$ cat config.mk
export PLATFORM = sky130hd
export DESIGN_NAME = fci_flash_interface
export DESIGN_NICKNAME = d
export VERILOG_FILES = /design/src/design/fci_pkg.sv /design/src/design/fci_edge_detect.sv /design/src/design/fci_cmd_decoder.sv /design/src/design/fci_flash_interface.sv
export VERILOG_INCLUDE_DIRS = /design/src /design/src/design
export SDC_FILE = /design/constraint.sdc
export NUM_CORES = 1
export LEC_CHECK = 0
export BUFFER_PORTS_ARGS = -buffer_cell sky130_fd_sc_hd__buf_2
export CORE_AREA = 2 2 118 132
export DETAILED_ROUTE_END_ITERATION = 8
export DIE_AREA = 0 0 120 134
export PLACE_DENSITY_LB_ADDON = 0.2
export SETUP_SLACK_MARGIN = 0.02
export SYNTH_ARGS = -nofsm -noshare
export SYNTH_HDL_FRONTEND = slang
export SYNTH_SLANG_ARGS = --single-unit
$ cat constraint.sdc
create_clock -name sys_clk -period 4.3 [get_ports sys_clk]
set_input_delay 0.43 -clock sys_clk [delete_from_list [all_inputs] [get_ports sys_clk]]
set_output_delay 0.43 -clock sys_clk [all_outputs]
set_load 0.01 [all_outputs]
$ cat src/design/fci_defs.svh
// Register offset, field positions, command codes and unlock addresses
`ifndef FCI_DEFS_SVH
`define FCI_DEFS_SVH
`define FCI_STATUS_OFFSET   12'h7c0
`define FCI_BIT_IRQ_ENABLE  7
`define FCI_BIT_IRQ_FLAG    6
`define FCI_BIT_PROG_MODE   5
`define FCI_BIT_IDLE        4
`define FCI_BIT_ZERO        0
`define FCI_RESERVED_READ   3'h0
`define FCI_ARRAY_BYTES     254*1024
`define FCI_ADDR_W          18
`define FCI_CMD_UNLOCK1     16'haaaa
`define FCI_CMD_UNLOCK2     16'h5555
`define FCI_CMD_RESET       16'hf0f0
`define FCI_CMD_PROGRAM     16'ha0a0
`define FCI_CMD_ERASE_SETUP 16'h8080
`define FCI_CMD_CHIP_ERASE  16'h1010
`define FCI_CMD_SECT_ERASE  16'h3030
`define FCI_UNLOCK_ADDR1    18'h15556
`define FCI_UNLOCK_ADDR2    18'h2aaaa
`endif

$ cat src/design/fci_pkg.sv
// Types shared by the flash CPU interface files
package fci_pkg;
  typedef enum logic [1:0] {
    FCI_OP_NONE    = 2'h0,
    FCI_OP_PROGRAM = 2'h1,
    FCI_OP_CHIP    = 2'h2,
    FCI_OP_SECTOR  = 2'h3
  } fci_op_t;

  typedef struct packed {
    fci_op_t     op;
    logic [17:0] addr;
    logic [15:0] data;
  } fci_cmd_t;

  typedef enum logic [2:0] {
    FCI_SEQ_READ = 3'b000,
    FCI_SEQ_UL1  = 3'b001,
    FCI_SEQ_UL2  = 3'b011,
    FCI_SEQ_SET  = 3'b010,
    FCI_SEQ_EUL1 = 3'b110,
    FCI_SEQ_EUL2 = 3'b111
  } fci_seq_t;
endpackage

$ cat src/design/fci_edge_detect.sv
// Rising edge pulse from a registered level
`timescale 1ns/1ps
module fci_edge_detect (
  // Clock and reset
  input  wire logic sys_clk,
  input  wire logic reset,
  // Level in, pulse out
  input  wire logic level,
  output logic      rise
);
  logic level_q;

  always_ff @(posedge sys_clk or posedge reset) begin
    if (reset) begin
      // Idle level, so leaving reset gives no false edge
      level_q <= 1'b1;
    end else begin
      level_q <= level;
    end
  end

  assign rise = level & ~level_q;
endmodule

$ cat src/design/fci_cmd_decoder.sv
// Half-word command sequence decoder
`timescale 1ns/1ps
`include "fci_defs.svh"
module fci_cmd_decoder
  import fci_pkg::*;
(
  // Clock and reset
  input  wire logic        sys_clk,
  input  wire logic        reset,
  // Accepted half-word writes
  input  wire logic        wr,
  input  wire logic [17:0] addr,
  input  wire logic [15:0] data,
  // Decoded operation, one-cycle pulse
  output logic             start,
  output fci_cmd_t         cmd
);
  fci_seq_t seq;
  fci_seq_t next_seq;
  logic     pending_program;
  logic     next_start;
  fci_cmd_t next_cmd;

  always_comb begin
    next_seq   = seq;
    next_start = 1'b0;
    next_cmd   = '{op: FCI_OP_NONE, addr: addr, data: data};
    if (wr) begin
      next_seq = FCI_SEQ_READ;
      if (data == `FCI_CMD_RESET) begin
        next_seq = FCI_SEQ_READ;
      end else begin
        unique case (seq)
          FCI_SEQ_READ: begin
            if (addr == `FCI_UNLOCK_ADDR1 && data == `FCI_CMD_UNLOCK1) next_seq = FCI_SEQ_UL1;
          end
          FCI_SEQ_UL1: begin
            if (addr == `FCI_UNLOCK_ADDR2 && data == `FCI_CMD_UNLOCK2) next_seq = FCI_SEQ_UL2;
          end
          FCI_SEQ_UL2: begin
            if (addr == `FCI_UNLOCK_ADDR1 && data == `FCI_CMD_PROGRAM) next_seq = FCI_SEQ_SET;
            if (addr == `FCI_UNLOCK_ADDR1 && data == `FCI_CMD_ERASE_SETUP) next_seq = FCI_SEQ_SET;
          end
          FCI_SEQ_SET: begin
            if (pending_program) begin
              next_start = 1'b1;
              next_cmd.op = FCI_OP_PROGRAM;
            end else if (addr == `FCI_UNLOCK_ADDR1 && data == `FCI_CMD_UNLOCK1) begin
              next_seq = FCI_SEQ_EUL1;
            end
          end
          FCI_SEQ_EUL1: begin
            if (addr == `FCI_UNLOCK_ADDR2 && data == `FCI_CMD_UNLOCK2) next_seq = FCI_SEQ_EUL2;
          end
          FCI_SEQ_EUL2: begin
            if (addr == `FCI_UNLOCK_ADDR1 && data == `FCI_CMD_CHIP_ERASE) begin
              next_start = 1'b1;
              next_cmd.op = FCI_OP_CHIP;
            end else if (data == `FCI_CMD_SECT_ERASE) begin
              next_start = 1'b1;
              next_cmd.op = FCI_OP_SECTOR;
            end
          end
          default: next_seq = FCI_SEQ_READ;
        endcase
      end
    end
  end

  always_ff @(posedge sys_clk or posedge reset) begin
    if (reset) begin
      seq             <= FCI_SEQ_READ;
      pending_program <= 1'b0;
    end else begin
      seq <= next_seq;
      if (wr && seq == FCI_SEQ_UL2) begin
        pending_program <= (data == `FCI_CMD_PROGRAM);
      end
    end
  end

  always_ff @(posedge sys_clk or posedge reset) begin
    if (reset) begin
      start <= 1'b0;
      cmd   <= '{op: FCI_OP_NONE, addr: 18'h0, data: 16'h0};
    end else begin
      start <= next_start;
      cmd   <= next_cmd;
    end
  end
endmodule

$ cat src/design/fci_flash_interface.sv
// CPU interface and status register of the on-chip flash array
//
// Summary of operation
// - Array of 254 KiB; whole erase, sector erase, half-word program.
// - ROM mode reads deliver a full 32-bit word.
// - Idle bit of status register mirrors the algorithm idle line.
// - While busy, new commands are refused and array data is withheld.
// - Busy reads return sequence status flags instead of data.
// - Rising edge of idle line sets the completion flag.
// - Interrupt request is enable AND flag.
// - Writing 0 clears the flag; writing 1 leaves it.
// - Program mode off: writes ignored, reads are 32-bit.
// - Program mode on: writes accepted, only 16-bit reads.
// - Program mode bit is frozen while the algorithm is busy.
// - Interrupt enable is read/write, resets to 0.
// - Flag resets to 0 and reads back its state.
// - Bits 3 to 1 are reserved and ignore writes.
// - Bit 0 reads 0 and resets to 0.
// - Only the CPU bus reaches the status register.
// - Programmer mode routes pins out and halts CPU.
// - Invalid or out-of-sequence command returns the array to read mode.
// - Reset leaves ROM mode with program mode bit at 0.
`timescale 1ns/1ps
`include "fci_defs.svh"
module fci_flash_interface
  import fci_pkg::*;
#(
  parameter int ADDR_W = `FCI_ADDR_W
) (
  // Clock and reset
  input  wire logic              sys_clk,
  input  wire logic              reset,
  // CPU register access
  input  wire logic              reg_sel,
  input  wire logic [11:0]       reg_addr,
  input  wire logic              reg_wr,
  input  wire logic              reg_rd,
  input  wire logic [7:0]        reg_wdata,
  output logic      [7:0]        reg_rdata,
  // CPU flash area access
  input  wire logic              mem_sel,
  input  wire logic [ADDR_W-1:0] mem_addr,
  input  wire logic              mem_wr,
  input  wire logic              mem_rd,
  input  wire logic              mem_word,
  input  wire logic [15:0]       mem_wdata,
  output logic      [31:0]       mem_rdata,
  output logic                   mem_ack,
  output logic                   mem_err,
  // Flash macro side
  input  wire logic              algorithm_idle_line,
  input  wire logic [31:0]       array_rdata,
  input  wire logic [7:0]        seq_status,
  output logic      [ADDR_W-1:0] array_addr,
  output logic                   array_rd,
  output logic                   cmd_start,
  output fci_cmd_t               cmd_out,
  // Programmer pin mode
  input  wire logic              programmer_mode_pin,
  output logic                   cpu_halt,
  output logic                   pins_to_flash,
  // Interrupt to the CPU
  output logic                   done_irq
);
  //////////////////////////////////////////////////////////////////////////////
  logic idle_s1;
  logic idle_s2;
  logic prog_s1;
  logic prog_s2;
  logic idle_rise;
  logic done_irq_enable;
  logic done_irq_flag;
  logic prog_mode;
  logic reg_hit;
  logic reg_write;
  logic dec_wr;
  logic dec_start;
  fci_cmd_t dec_cmd;
  // Request stage of a flash access, answered one edge later
  logic     acc_q;
  logic     rd_q;
  logic     word_q;
  logic     busy_q;
  logic     rom_q;
  logic     low_half_q;

  // Synchronisers for the macro level and the mode pin
  always_ff @(posedge sys_clk or posedge reset) begin
    if (reset) begin
      // Idle level, so the edge detector sees no false rise
      idle_s1 <= 1'b1;
      idle_s2 <= 1'b1;
      prog_s1 <= 1'b0;
      prog_s2 <= 1'b0;
    end else begin
      idle_s1 <= algorithm_idle_line;
      idle_s2 <= idle_s1;
      prog_s1 <= programmer_mode_pin;
      prog_s2 <= prog_s1;
    end
  end

  fci_edge_detect u_idle_edge (
    .sys_clk (sys_clk),
    .reset   (reset),
    .level   (idle_s2),
    .rise    (idle_rise)
  );

  //////////////////////////////////////////////////////////////////////////////
  // Status/control register, CPU bus only; pins never decode it
  assign reg_hit   = reg_sel && reg_addr == `FCI_STATUS_OFFSET && !prog_s2;
  assign reg_write = reg_hit && reg_wr;

  always_ff @(posedge sys_clk or posedge reset) begin
    if (reset) begin
      done_irq_enable <= 1'b0;
    end else if (reg_write) begin
      done_irq_enable <= reg_wdata[`FCI_BIT_IRQ_ENABLE];
    end
  end

  // Hardware set wins over a same-cycle software clear
  always_ff @(posedge sys_clk or posedge reset) begin
    if (reset) begin
      done_irq_flag <= 1'b0;
    end else if (idle_rise) begin
      done_irq_flag <= 1'b1;
    end else if (reg_write && !reg_wdata[`FCI_BIT_IRQ_FLAG]) begin
      done_irq_flag <= 1'b0;
    end
  end

  always_ff @(posedge sys_clk or posedge reset) begin
    if (reset) begin
      prog_mode <= 1'b0;
    end else if (reg_write && idle_s2) begin
      prog_mode <= reg_wdata[`FCI_BIT_PROG_MODE];
    end
  end

  always_ff @(posedge sys_clk or posedge reset) begin
    if (reset) begin
      reg_rdata <= 8'h00;
    end else if (reg_hit && reg_rd) begin
      reg_rdata <= {done_irq_enable, done_irq_flag, prog_mode,
                    idle_s2,
                    `FCI_RESERVED_READ,
                    1'b0};
    end else begin
      reg_rdata <= 8'h00;
    end
  end

  always_ff @(posedge sys_clk or posedge reset) begin
    if (reset) begin
      done_irq <= 1'b0;
    end else begin
      done_irq <= done_irq_enable & done_irq_flag;
    end
  end

  //////////////////////////////////////////////////////////////////////////////
  // Flash area access
  assign dec_wr = mem_sel && mem_wr && prog_mode && idle_s2 && !prog_s2;

  fci_cmd_decoder u_decoder (
    .sys_clk (sys_clk),
    .reset   (reset),
    .wr      (dec_wr),
    .addr    (mem_addr),
    .data    (mem_wdata),
    .start   (dec_start),
    .cmd     (dec_cmd)
  );

  always_ff @(posedge sys_clk or posedge reset) begin
    if (reset) begin
      cmd_start <= 1'b0;
      cmd_out   <= '{op: FCI_OP_NONE, addr: 18'h0, data: 16'h0};
    end else begin
      cmd_start <= dec_start;
      cmd_out   <= dec_cmd;
    end
  end

  // Address goes to the macro first; its data is taken on the next edge
  always_ff @(posedge sys_clk or posedge reset) begin
    if (reset) begin
      array_addr <= '0;
      array_rd   <= 1'b0;
      acc_q      <= 1'b0;
      rd_q       <= 1'b0;
      word_q     <= 1'b0;
      busy_q     <= 1'b0;
      rom_q      <= 1'b0;
      low_half_q <= 1'b0;
    end else begin
      array_addr <= mem_addr;
      array_rd   <= mem_sel && mem_rd && idle_s2 && !prog_s2;
      acc_q      <= mem_sel && (mem_rd || mem_wr) && !prog_s2;
      rd_q       <= mem_sel && mem_rd && !prog_s2;
      word_q     <= mem_word;
      busy_q     <= !idle_s2;
      rom_q      <= !prog_mode;
      low_half_q <= mem_addr[1];
    end
  end

  always_ff @(posedge sys_clk or posedge reset) begin
    if (reset) begin
      mem_rdata <= 32'h0;
      mem_ack   <= 1'b0;
      mem_err   <= 1'b0;
    end else begin
      mem_ack   <= acc_q;
      mem_err   <= 1'b0;
      mem_rdata <= 32'h0;
      if (rd_q) begin
        if (busy_q) begin
          mem_rdata <= {24'h0, seq_status};
        end else if (rom_q) begin
          mem_rdata <= array_rdata;
        end else if (word_q) begin
          mem_err <= 1'b1;
        end else begin
          mem_rdata <= {16'h0, low_half_q ? array_rdata[15:0] : array_rdata[31:16]};
        end
      end
    end
  end

  always_ff @(posedge sys_clk or posedge reset) begin
    if (reset) begin
      cpu_halt      <= 1'b0;
      pins_to_flash <= 1'b0;
    end else begin
      cpu_halt      <= prog_s2;
      pins_to_flash <= prog_s2;
    end
  end
endmodule

==> impl_metrics.py <==
metrics = {
    "run_status": {
        "status": "complete, no violations",
    },
    "clock_tree": {
        "cts_root_buffer": "clkbuf_16",
        "hold_buffers": 0,
        "cts_buffers": 17,
        "htree_levels": 4,
        "clock_latency_ps": 410,
        "cts_max_path_buffers": 2,
        "post_cts_buffers": 0,
        "ctsResizeCount": 0,
        "tritoncts": "yes",
        "path_clk_slew_ps": 60,
        "cts_sinks": 132,
    },
    "worst_setup_path": {
        "cp.required_ps": 4590,
        "path_cells": "or4_1 > nor4_2 > nand2_2 > nor2_1 > mux2_1",
        "startpoint_type": "register",
        "cpPeakStageDelay_ps": 540,
        "regToRegSetupSlack_ps": 2160,
        "worst-path-buf-inv": 0,
        "reg2reg_from": "prog_s2",
        "path_class": "reg -> reg",
        "critPathTopFamily": "simple AND/OR/NAND/NOR gates",
        "slowest_stage": "or4_1",
        "rr_endpoint": "prog_mode",
        "arrival_ps": 2430,
        "ff2ff_path_depth": 5,
        "cp_max_fo": 5,
        "cp-end-kind": "register",
    },
    "pwr": {
        "p_leak_uw": 0.00319,
        "peakVddDrop_mv": 0.213,
        "power_density_nw_per_um2": 488,
        "fin_total_pwr_uw": 3020,
    },
    "final_layout": {
        "drive_above_1_share_pct": 46.8,
        "area_delta_synth_final_pct": 38.1,
        "nets": 613,
    },
    "sta": {
        "relSlewSlack_pct": 38.8,
        "fin_crit_ps": 2140,
        "drv_slew": 0,
        "rsz0062_at_grt": "no",
        "post-route-period-util_pct": 49.7,
        "final.setup.tns_ps": 0,
        "setup_viol": 0,
        "clock_skew_ps": 6.76,
        "tightest_slew_ps": 918,
        "timing.hold.ws_ps": 118,
        "worst_slack_ps": 2160,
        "hold_violations": 0,
        "max_freq_mhz": 468,
    },
    "global_routing": {
        "grt_pass1_wl_um": 16700,
        "grt_max_degree": 106,
        "antenna_found_initial": 1,
        "grt_pass1_vias": 3210,
        "grt-ovfl-total": 0,
        "grt_usage_pct": 13.7,
    },
    "detailed_routing": {
        "first_iter_violations": 164,
        "vias_per_cell": 4.31,
        "vias": 3098,
        "drtAntennaViolNets": 0,
        "drt_first_pass_iters": 4,
        "drc": 0,
        "detail_route.wl_per_cell_um": 14.7,
        "wl_um": 10600,
    },
    "placed_design": {
        "portBuffers": 196,
        "pre_cts_ws_ps": 2000,
        "dp_hpwl_um": 7860,
        "gp_congestion": 0.789,
    },
    "logic_synthesis": {
        "synth.distinct_cells": 47,
        "netlist.area_leader.share_pct": 72.1,
        "yosys.cell_count.top_type": "dfrtp_1",
        "yosys_most_used_dff": "dfrtp_1",
        "syn_inst": 317,
        "avgSynthCellArea_um2": 14.1,
        "ys_top_cells_by_area": "dfrtp_1 72%, buf_4 3.9%, and2_1 2.7%",
        "synth_top_area_cell": "dfrtp_1",
        "ys_seq_elements": 132,
        "synth_edf_count": 0,
        "syn_area_um2": 4480,
        "yosys-top-cells-count": "129 x dfrtp_1, 28 x nand2_1, 23 x buf_4, 19 x and2_1, 14 x o21ai_0",
        "ys_warn_count": 0,
        "yosysSeqAreaShare_pct": 73.9,
        "async_reset_ff_share_pct": 100,
    },
    "floorplan": {
        "die_w_um": 120,
        "num_rows": 47,
        "start_util_pct": 30.3,
        "die-area_um2": 16100,
        "io_pins": 206,
        "dieHeight_um": 134,
        "placeableCoreArea_um2": 14800,
    },
    "min_path": {
        "min_to": "idle_s1",
        "holdPathStages": 1,
        "hp-class": "in -> reg",
        "worstHoldStart": "algorithm_idle_line",
    },
    "run": {
        "cap_violations": 0,
    },
}
[worst max-delay path by stage]
stage               depth (start not counted)                to          from  slack [ps]
finish                                      5         prog_mode       prog_s2        2160
global route                                5         prog_mode       prog_s2        1980
CTS                                         5         prog_mode       prog_s2        2110
detailed placement                          6         prog_mode   reg_addr[1]        2000
global placement                            6  u_decoder.seq[1]  mem_wdata[1]        2020
floorplan                                   1             acc_q         reset         350
[logic make-up after synthesis]
logic type,Yosys count,share of synthesized area (%)
other cells,1,0.0838
xor+xnor,1,0.196
buf+inv,31,4.56
flops,132,73.9
mux,11,2.54
compound gates,32,4.00
simple gates,109,14.8
[cell usage in the layout, fill, tap and decap left out, drive strengths merged, types with 2 or more instances in the layout]
cell / count
and4: 2
nor4b: 2
nand3: 3
dfrtp: 129
and3: 7
nand4: 6
a22o: 2
o21ai: 15
and2: 19
or4: 4
bufinv: 4
a21oi: 11
conb: 4
buf: 197
nor2: 7
mux2i: 8
clkinvlp: 3
nand2: 29
nand4b: 4
dfstp: 3
inv: 7
clkinv: 2
clkbuf: 19
or3: 3
nor4: 5
or2: 2
nand2b: 4
mux2: 3
nor4bb: 3
[per-layer routing]
metal / up-vias / part of all wire (%) / track usage, %
met2: 140 / 50 / 22.6
met5: - / 0 / 0
li1: 1443 / - / -
met1: 1501 / 41 / 16.3
met4: 0 / 2.0 / 6.86
met3: 14 / 7.5 / 4.08
[metrics by stage]
stage / util, % / cell area [µm²] / instances
3_5_place_dp: 37.5 / 5530 / 685
4_1_cts: 41.9 / 6180 / 717
5_1_grt: 41.9 / 6180 / 717
2_1_floorplan: - / 4490 / 320
3_3_place_gp: 37.5 / 5530 / 685
6_report: 41.9 / 6180 / 718
[area by class of cell]
cell class | count | area [µm²]
clock inverters | 13 | 195
diodes | 1 | 2.50
clock buffers | 19 | 453
repair buffers | 197 | 988
fillers | 1403 | 8580
multi-input cells | 157 | 977
flip-flops and latches | 132 | 3310
well taps | 196 | 245
inverters | 3 | 16.3
[worst reg2reg max path, stage by stage (launching register included)]
cell and delay (ps):
dfrtp_1 390, or4_1 540, nor4_2 520, nand2_2 140
nor2_1 120, mux2_1 320
[registers in the layout, summed over array words and instances (netlist names), 3 cells and up]
name	cells
cmd_out	36
u_decoder.seq	3
u_decoder.cmd	36
mem_rdata	32
reg_rdata	4
[where the power goes]
group | internal [µW] | switching [µW] | total (µW)
combinational | 66.6 | 92.4 | 159
clock | 1010 | 550 | 1560
sequential | 1290 | 13.6 | 1300
Power figures use the tool's default switching activity.
